--- src/verilog/timer_pkg.sv ---
package timer_pkg;

    // ************************************************************
    // Sizes
    // ************************************************************
    localparam int          NUM_CH          = 6;
    localparam int          ADR_W           = 12;
    localparam int          LINK_CLEAR_LSB  = 0;
    localparam int          LINK_STOP_LSB   = 6;
    localparam int          LINK_W          = 12;
    localparam int          MODE_W          = 2;
    localparam int          WIDTH_W         = 2;
    localparam int          DIV_W           = 4;
    localparam int          PRE_W           = 15;

    // ************************************************************
    // Byte offsets
    // ************************************************************
    localparam logic [11:0] OFS_START       = 12'h000;
    localparam logic [11:0] OFS_STOP        = 12'h004;
    localparam logic [11:0] OFS_COUNT       = 12'h008;
    localparam logic [11:0] OFS_CLEAR       = 12'h00C;
    localparam logic [11:0] OFS_CAPTURE     = 12'h040;
    localparam logic [11:0] OFS_EVENT       = 12'h140;
    localparam logic [11:0] OFS_LINKS       = 12'h200;
    localparam logic [11:0] OFS_IEN_SET     = 12'h304;
    localparam logic [11:0] OFS_IEN_CLR     = 12'h308;
    localparam logic [11:0] OFS_MODE        = 12'h504;
    localparam logic [11:0] OFS_WIDTH       = 12'h508;
    localparam logic [11:0] OFS_DIVIDER     = 12'h510;
    localparam logic [11:0] OFS_MATCH       = 12'h540;
    localparam logic [11:0] OFS_STATUS      = 12'h600;

    // ************************************************************
    // Encodings and reset values
    // ************************************************************
    localparam logic [1:0]  MODE_TIMER      = 2'h0;
    localparam logic [1:0]  MODE_COUNTER    = 2'h1;
    localparam logic [1:0]  MODE_LEAN       = 2'h2;
    localparam logic [1:0]  WIDTH_16        = 2'h0;
    localparam logic [1:0]  WIDTH_8         = 2'h1;
    localparam logic [1:0]  WIDTH_24        = 2'h2;
    localparam logic [1:0]  WIDTH_32        = 2'h3;
    localparam logic [1:0]  MODE_RST        = 2'h0;
    localparam logic [1:0]  WIDTH_RST       = 2'h0;
    localparam logic [3:0]  DIVIDER_RST     = 4'h4;
    localparam logic [11:0] LINKS_RST       = 12'h000;

endpackage : timer_pkg

--- src/verilog/timer_compare_register_block.sv ---
// Implementation choice: the Wishbone interface to the registers.
module timer_compare_register_block (
    // Clock and reset
    input  wire logic        ref_clk,
    input  wire logic        reset,
    // Wishbone slave
    input  wire logic        wb_cyc_i,
    input  wire logic        wb_stb_i,
    input  wire logic        wb_we_i,
    input  wire logic [11:0] wb_adr_i,
    input  wire logic [3:0]  wb_sel_i,
    input  wire logic [31:0] wb_dat_i,
    output logic      [31:0] wb_dat_o,
    output logic             wb_ack_o,
    // Interrupt
    output logic             irq_o
);

    // ************************************************************
    // Functions
    // ************************************************************
    function automatic logic ch_hit(input logic [11:0] adr, input logic [11:0] base, input int idx);
        logic [9:0] word;
        word = base[11:2] + idx[9:0];
        return adr[11:2] == word;
    endfunction : ch_hit

    // Word decode; address bits 1:0 never select a register
    function automatic logic reg_hit(input logic [11:0] adr, input logic [11:0] ofs);
        return adr[11:2] == ofs[11:2];
    endfunction : reg_hit

    function automatic logic [31:0] width_mask(input logic [1:0] w);
        logic [31:0] m;
        m = 32'h0000FFFF;
        unique case (w)
            timer_pkg::WIDTH_16: m = 32'h0000FFFF;
            timer_pkg::WIDTH_8:  m = 32'h000000FF;
            timer_pkg::WIDTH_24: m = 32'h00FFFFFF;
            timer_pkg::WIDTH_32: m = 32'hFFFFFFFF;
        endcase
        return m;
    endfunction : width_mask

    function automatic logic [31:0] merge(input logic [31:0] old, input logic [31:0] nw,
                                          input logic [3:0] sel);
        logic [31:0] r;
        r = old;
        for (int b = 0; b < 4; b++) begin
            if (sel[b]) begin
                r[b*8 +: 8] = nw[b*8 +: 8];
            end
        end
        return r;
    endfunction : merge

    // ************************************************************
    // State
    // ************************************************************
    logic                                ack_q;
    logic [31:0]                         rdata_q;
    logic                                irq_q;
    logic                                running_q;
    logic [31:0]                         counter_q;
    logic [timer_pkg::PRE_W-1:0]         pre_q;
    logic                                inc_q;
    logic [timer_pkg::NUM_CH-1:0]        event_q;
    logic [timer_pkg::NUM_CH-1:0]        status_q;
    logic [timer_pkg::NUM_CH-1:0]        ien_q;
    logic [timer_pkg::LINK_W-1:0]        links_q;
    logic [timer_pkg::MODE_W-1:0]        mode_q;
    logic [timer_pkg::WIDTH_W-1:0]       width_q;
    logic [timer_pkg::DIV_W-1:0]         div_q;
    logic [31:0]                         match_q [timer_pkg::NUM_CH];

    // ************************************************************
    // Bus decode
    // ************************************************************
    logic                                req;
    logic                                wr;
    logic                                rd;
    logic                                task_bit;
    logic                                start_task;
    logic                                stop_task;
    logic                                count_task;
    logic                                clear_task;
    logic [timer_pkg::NUM_CH-1:0]        capture_task;
    logic [timer_pkg::NUM_CH-1:0]        event_wr;
    logic [timer_pkg::NUM_CH-1:0]        match_wr;
    logic                                status_rd;
    logic                                links_wr;
    logic                                mode_wr;
    logic                                width_wr;
    logic                                div_wr;
    logic                                ien_set_wr;
    logic                                ien_clr_wr;

    always_comb begin
        req        = wb_cyc_i & wb_stb_i & ~ack_q;
        wr         = req & wb_we_i;
        rd         = req & ~wb_we_i;
        task_bit   = wb_sel_i[0] & wb_dat_i[0];
        start_task = wr & task_bit & reg_hit(wb_adr_i, timer_pkg::OFS_START);
        stop_task  = wr & task_bit & reg_hit(wb_adr_i, timer_pkg::OFS_STOP);
        count_task = wr & task_bit & reg_hit(wb_adr_i, timer_pkg::OFS_COUNT);
        clear_task = wr & task_bit & reg_hit(wb_adr_i, timer_pkg::OFS_CLEAR);
        status_rd  = rd & reg_hit(wb_adr_i, timer_pkg::OFS_STATUS);
        links_wr   = wr & reg_hit(wb_adr_i, timer_pkg::OFS_LINKS);
        mode_wr    = wr & wb_sel_i[0] & reg_hit(wb_adr_i, timer_pkg::OFS_MODE);
        width_wr   = wr & wb_sel_i[0] & reg_hit(wb_adr_i, timer_pkg::OFS_WIDTH);
        div_wr     = wr & wb_sel_i[0] & reg_hit(wb_adr_i, timer_pkg::OFS_DIVIDER);
        ien_set_wr = wr & wb_sel_i[0] & reg_hit(wb_adr_i, timer_pkg::OFS_IEN_SET);
        ien_clr_wr = wr & wb_sel_i[0] & reg_hit(wb_adr_i, timer_pkg::OFS_IEN_CLR);
        for (int c = 0; c < timer_pkg::NUM_CH; c++) begin
            capture_task[c] = wr & task_bit & ch_hit(wb_adr_i, timer_pkg::OFS_CAPTURE, c);
            event_wr[c]     = wr & wb_sel_i[0] & ch_hit(wb_adr_i, timer_pkg::OFS_EVENT, c);
            match_wr[c]     = wr & ch_hit(wb_adr_i, timer_pkg::OFS_MATCH, c);
        end
    end

    // ************************************************************
    // Compare and links
    // ************************************************************
    logic [31:0]                         mask;
    logic [timer_pkg::NUM_CH-1:0]        hit;
    logic                                clear_now;
    logic                                stop_now;
    logic [timer_pkg::PRE_W-1:0]         pre_limit;
    logic                                tick;

    always_comb begin
        mask = width_mask(width_q);
        for (int c = 0; c < timer_pkg::NUM_CH; c++) begin
            // Only a fresh counter value can match, so a stopped counter raises nothing
            hit[c] = inc_q & ((counter_q & mask) == (match_q[c] & mask));
        end
        clear_now = clear_task
                  | (|(hit & links_q[timer_pkg::LINK_CLEAR_LSB +: timer_pkg::NUM_CH]));
        stop_now  = stop_task
                  | (|(hit & links_q[timer_pkg::LINK_STOP_LSB +: timer_pkg::NUM_CH]));
        pre_limit = timer_pkg::PRE_W'((16'h0001 << div_q) - 16'h0001);
        if (mode_q == timer_pkg::MODE_TIMER) begin
            tick = running_q & (pre_q == pre_limit);
        end else begin
            // Counter and lean modes advance only on the count task
            tick = running_q & count_task & ((mode_q == timer_pkg::MODE_COUNTER)
                                            | (mode_q == timer_pkg::MODE_LEAN));
        end
    end

    // ************************************************************
    // Run control
    // ************************************************************
    always_ff @(posedge ref_clk) begin
        if (reset) begin
            running_q <= 1'b0;
        end else if (stop_now) begin
            running_q <= 1'b0;
        end else if (start_task) begin
            running_q <= 1'b1;
        end
    end

    // ************************************************************
    // Prescaler and counter
    // ************************************************************
    always_ff @(posedge ref_clk) begin
        if (reset) begin
            pre_q <= '0;
        end else if (!running_q || clear_now || pre_q == pre_limit) begin
            pre_q <= '0;
        end else begin
            pre_q <= pre_q + timer_pkg::PRE_W'(1);
        end
    end

    always_ff @(posedge ref_clk) begin
        if (reset) begin
            counter_q <= '0;
            inc_q     <= 1'b0;
        end else begin
            inc_q <= tick & ~clear_now;
            if (clear_now) begin
                counter_q <= '0;
            end else if (tick) begin
                counter_q <= (counter_q + 32'h00000001) & mask;
            end
        end
    end

    // ************************************************************
    // Events and status
    // ************************************************************
    always_ff @(posedge ref_clk) begin
        if (reset) begin
            event_q <= '0;
        end else begin
            for (int c = 0; c < timer_pkg::NUM_CH; c++) begin
                // Hardware set wins over a software clear in the same cycle
                if (hit[c]) begin
                    event_q[c] <= 1'b1;
                end else if (event_wr[c]) begin
                    event_q[c] <= wb_dat_i[0];
                end
            end
        end
    end

    // A match in the clearing read's cycle stays visible
    always_ff @(posedge ref_clk) begin
        if (reset) begin
            status_q <= '0;
        end else begin
            for (int c = 0; c < timer_pkg::NUM_CH; c++) begin
                if (hit[c]) begin
                    status_q[c] <= 1'b1;
                end else if (status_rd) begin
                    status_q[c] <= 1'b0;
                end
            end
        end
    end

    // ************************************************************
    // Configuration registers
    // ************************************************************
    always_ff @(posedge ref_clk) begin
        if (reset) begin
            ien_q <= '0;
        end else if (ien_set_wr) begin
            ien_q <= ien_q | wb_dat_i[timer_pkg::NUM_CH-1:0];
        end else if (ien_clr_wr) begin
            ien_q <= ien_q & ~wb_dat_i[timer_pkg::NUM_CH-1:0];
        end
    end

    always_ff @(posedge ref_clk) begin
        if (reset) begin
            links_q <= timer_pkg::LINKS_RST;
        end else if (links_wr) begin
            links_q <= timer_pkg::LINK_W'(merge({20'h00000, links_q}, wb_dat_i, wb_sel_i));
        end
    end

    always_ff @(posedge ref_clk) begin
        if (reset) begin
            mode_q <= timer_pkg::MODE_RST;
        end else if (mode_wr) begin
            mode_q <= wb_dat_i[timer_pkg::MODE_W-1:0];
        end
    end

    always_ff @(posedge ref_clk) begin
        if (reset) begin
            width_q <= timer_pkg::WIDTH_RST;
        end else if (width_wr) begin
            width_q <= wb_dat_i[timer_pkg::WIDTH_W-1:0];
        end
    end

    always_ff @(posedge ref_clk) begin
        if (reset) begin
            div_q <= timer_pkg::DIVIDER_RST;
        end else if (div_wr) begin
            div_q <= wb_dat_i[timer_pkg::DIV_W-1:0];
        end
    end

    // ************************************************************
    // Capture/compare values
    // ************************************************************
    always_ff @(posedge ref_clk) begin
        if (reset) begin
            for (int c = 0; c < timer_pkg::NUM_CH; c++) begin
                match_q[c] <= '0;
            end
        end else begin
            for (int c = 0; c < timer_pkg::NUM_CH; c++) begin
                // Capture beats a bus write to the same channel
                if (capture_task[c]) begin
                    match_q[c] <= counter_q;
                end else if (match_wr[c]) begin
                    match_q[c] <= merge(match_q[c], wb_dat_i, wb_sel_i);
                end
            end
        end
    end

    // ************************************************************
    // Read back and acknowledge
    // ************************************************************
    logic [31:0] rmux;

    always_comb begin
        rmux = 32'h00000000;
        unique case (wb_adr_i[11:2])
            timer_pkg::OFS_LINKS[11:2]:   rmux = {20'h00000, links_q};
            timer_pkg::OFS_IEN_SET[11:2]: rmux = {26'h0000000, ien_q};
            timer_pkg::OFS_IEN_CLR[11:2]: rmux = {26'h0000000, ien_q};
            timer_pkg::OFS_MODE[11:2]:    rmux = {30'h00000000, mode_q};
            timer_pkg::OFS_WIDTH[11:2]:   rmux = {30'h00000000, width_q};
            timer_pkg::OFS_DIVIDER[11:2]: rmux = {28'h0000000, div_q};
            timer_pkg::OFS_STATUS[11:2]:  rmux = {26'h0000000, status_q};
            default:                      rmux = 32'h00000000;
        endcase
        for (int c = 0; c < timer_pkg::NUM_CH; c++) begin
            if (ch_hit(wb_adr_i, timer_pkg::OFS_EVENT, c)) begin
                rmux = {31'h00000000, event_q[c]};
            end
            if (ch_hit(wb_adr_i, timer_pkg::OFS_MATCH, c)) begin
                rmux = match_q[c];
            end
        end
    end

    // Every address answers; unmapped ones read zero and drop writes
    always_ff @(posedge ref_clk) begin
        if (reset) begin
            ack_q   <= 1'b0;
            rdata_q <= '0;
        end else begin
            ack_q <= req;
            if (rd) begin
                rdata_q <= rmux;
            end
        end
    end

    // ************************************************************
    // Interrupt
    // ************************************************************
    // One cycle behind status, the price of a flop-driven output
    always_ff @(posedge ref_clk) begin
        if (reset) begin
            irq_q <= 1'b0;
        end else begin
            irq_q <= |(status_q & ien_q);
        end
    end

    assign wb_ack_o = ack_q;
    assign wb_dat_o = rdata_q;
    assign irq_o    = irq_q;

endmodule : timer_compare_register_block

--- config.mk ---
export PLATFORM = sky130hd
export DESIGN_NAME = timer_compare_register_block
export DESIGN_NICKNAME = d
export VERILOG_FILES = /design/src/verilog/timer_pkg.sv /design/src/verilog/timer_compare_register_block.sv
export SDC_FILE = /design/constraint.sdc
export NUM_CORES = 1
export LEC_CHECK = 0
export ABC_AREA = 0
export BUFFER_PORTS_ARGS = -buffer_cell sky130_fd_sc_hd__buf_4
export CAP_MARGIN = 20
export CORE_MARGIN = 10
export CORE_UTILIZATION = 40
export DETAILED_ROUTE_END_ITERATION = 6
export PLACE_DENSITY = 0.54
export SLEW_MARGIN = 10
export SYNTH_ARGS = -nofsm -noshare
export SYNTH_HDL_FRONTEND = slang
export SYNTH_SLANG_ARGS = --single-unit
--- constraint.sdc ---
create_clock -name ref_clk -period 3.4 [get_ports ref_clk]
set_clock_uncertainty 0.2 [all_clocks]
set_input_delay 0.51 -clock ref_clk [delete_from_list [all_inputs] [get_ports ref_clk]]
set_output_delay 0.51 -clock ref_clk [all_outputs]
set_load 0.03 [all_outputs]
==> impl_metrics.ini <==
[worst_setup_path]
cp-start-kind = register
critPathKind = reg2reg
required_ns = 3.69
cp-end-kind = register
ff2ff_setup_slack_ns = 0.02
worstReg2RegStart = div_q[3]
reg2reg_depth = 12
path_max_fanout = 6
reg2reg_to = counter_q[14]
arrival_ns = 3.67

[logic_synthesis]
synth_top_cell_by_area = edfxtp_1
synthCells = 1761
synth_fp_nets = 1818
yosysMostFrequentCell = a22o_1
synth.top_cells.by_area = edfxtp_1 (33%), dfxtp_1 (14%), a22o_1 (9.8%)
synth.distinct_cells = 75
synthTopCellsByCount = a22o_1 (196), edfxtp_1 (192), clkbuf_1 (155)
ys_async_sr_fraction_pct = 0
yosys_register_bits = 313
post_synth.cell_area_avg_sq_um = 9.970
synth_top_area_share_pct = 32.84
ys.flop_type = edfxtp_1
syn_area_sq_mm = 0.01756
synth-edff-count = 192
synth-warning-count = 0
yosysSeqAreaShare_pct = 46.64

[cts]
cts_hold_buf = 0
htree_levels = 2
clockBufferDepth = 3
cts_buffers = 38
clk_pin_slew_worst_paths_ns = 0.06
cts_root_buf = clkbuf_16
insertion_delay_ns = 0.56
clock_sinks = 313
cts_tree = built

[routing]
viasPerCell = 6.397
postRouteAntennaNets = 0
first_pass_iters = 7
drtIter0Drc = 1924
num_vias = 16121
wl_mm = 69.73
wl_per_cell_microns = 27.67
drcViolationCount = 8

[layout]
syn2layout_area_growth_pct = 22.70
nNetsFinal = 1962
post-route-util_pct = 49.79
drive_gt1_share_pct = 21.29
stdcell_count = 2520
diodes = 0

[timing]
rsz0062_at_grt = true
period_needed_ns = 3.382
maxSlewHeadroom_pct = 34.34
max_freq_mhz = 295.7
setup_viol = 0
hold_violations = 0
fin_crit_sh_pct = 99.48
slew_viol_final = 0
max_slew.worst_pin.slew_ns = 0.9838
setup_ws_ns = 0.01766
final.setup.tns_ns = 0

[global_routing]
grt_pass1_wl_mm = 101.6
grt_max_degree = 42
first_global_vias = 15410
antenna_found_initial = 0
grt_use_total_pct = 25.19
overflow = 0

[min_path]
min_to = links_q[7]
min_path_cells = 3
min_from = wb_dat_i[7]
hold_class = in2reg

[pwr]
ir_drop_v = 0.0002956
power.leakage_nw = 7.767
powerDensity_mw_per_mm2 = 412.1

[die]
die_h_microns = 229.5
die_w_microns = 229.5
rows = 76
io_pins = 87
dieArea_sq_mm = 0.05267
start_util_pct = 40.58
core_area_sq_mm = 0.04327

[placement]
port_buffers = 84
dp_cells = 2437
pre_cts_ws_ns = -0.1515
gp_congestion = 0.9560
hpwl_mm = 49.32

[outcome]
violations = design-rule violations
outcome = finished, violations left

[flow_run]
maxCapViolations = 0
## critical path: stages (launching register included)
cell,delay (ns)
dfxtp_2,0.31
or4_4,0.56
ha_4,0.21
or3b_4,0.25
xor2_2,0.16
o21ai_2,0.09
a2111oi_2,0.35
nand4_1,0.14
buf_6,0.16
buf_6,0.13
and2_4,0.17
or4_4,0.48
a21oi_2,0.12
## where the power goes
part | total [mW] | internal, mW | switching (mW)
Clock | 4.20 | 2.55 | 1.66
Combinational | 0.479 | 0.174 | 0.305
Sequential | 4.20 | 4.12 | 0.0817
## metal layers
metal	routed length, microns	vias up	part of all wire, %	global-route usage [%]
met1	28550	7960	41	33.53
li1	-	7031	-	-
met4	2854	0	4.1	9.766
met5	0	-	0	0
met2	32130	948	46	40.41
met3	6196	182	8.9	3.857
## area by class of cell
class                           instances  area (sq um)
Clock inverter                          9         91.34
Inverter                               37         138.9
Tap cell                              585         732.0
Fill cell                            4025         21720
Multi-Input combinational cell       1236          8823
Clock buffer                           61          1191
Timing Repair Buffer                  279          2375
Sequential cell                       313          8190
## how the worst max path moves through the flow
stage | end | slack [ns] | depth (start not counted) | from
after detailed placement | counter_q[13] | -0.15 | 10 | div_q[3]
after floorplan | counter_q[31] | 0.02 | 13 | div_q[3]
after global placement | counter_q[15] | -0.17 | 10 | div_q[3]
final | counter_q[14] | 0.02 | 12 | div_q[3]
after CTS | counter_q[14] | 0.02 | 11 | div_q[0]
after global routing | counter_q[8] | -0.06 | 12 | div_q[3]
## registers in the layout (all words and copies together) (netlist names), named ones only
signal and count:
counter_q 32, status_q 6, div_q 4, wb_dat_o 32, irq_o 1, links_q 12
running_q 1, pre_q 15, match_q 192, event_q 6, width_q 2, mode_q 2
inc_q 1, wb_ack_o 1
## cell usage in the layout, fill, tap and decap left out, drive strengths merged, types with 11 or more instances in the layout
cell and n:
o21a 21, a222oi 32, xnor2 85, clkbuf 61, buf 279, or3 11
nor2 119, a22oi 42, a211oi 11, and3 19, a22o 196, nor4 37
nor2b 11, dfxtp 121, edfxtp 192, nor3 38, a31oi 37, a21oi 95
a221oi 13, mux2i 21, nand3 35, and2 14, o21ai 38, inv 36
nand4 37, nand2 92, or4 16, xor2 110
## per-stage QoR
stage          power (mW)  hold WS (ns)  instance area, sq um
6_report            8.878       0.06829                 21540
5_1_grt             9.105       0.06080                 21540
4_1_cts             8.917       0.03814                 21330
3_5_place_dp        4.747        0.2676                 19990
3_3_place_gp        4.742        0.2584                 19990
2_1_floorplan       4.455        0.2477                 17580
## timing repair
item / 4_1_cts / 5_1_grt
setup buffers: 0 / 7
pin swaps: 4 / 18
setup endpoints to repair: 12 / 30
gates cloned: 0 / 6
gates resized for setup: 9 / 38
## cells by family (layout without fill, tap and decap cells)
logic type | Yosys count | count (layout) | share of synthesized area (%)
AO/OA/AOI/OAI | 548 | 548 | 23.62
AND/OR/NAND/NOR | 460 | 465 | 13.49
adder cells (fa/ha/maj) | 4 | 4 | 0.2851
buffers and inverters | 217 | 386 | 4.853
flip-flops | 313 | 313 | 46.64
multiplexers | 24 | 24 | 1.390
XOR/XNOR | 195 | 195 | 9.728
Note: power is estimated with default switching activity, not from simulation.
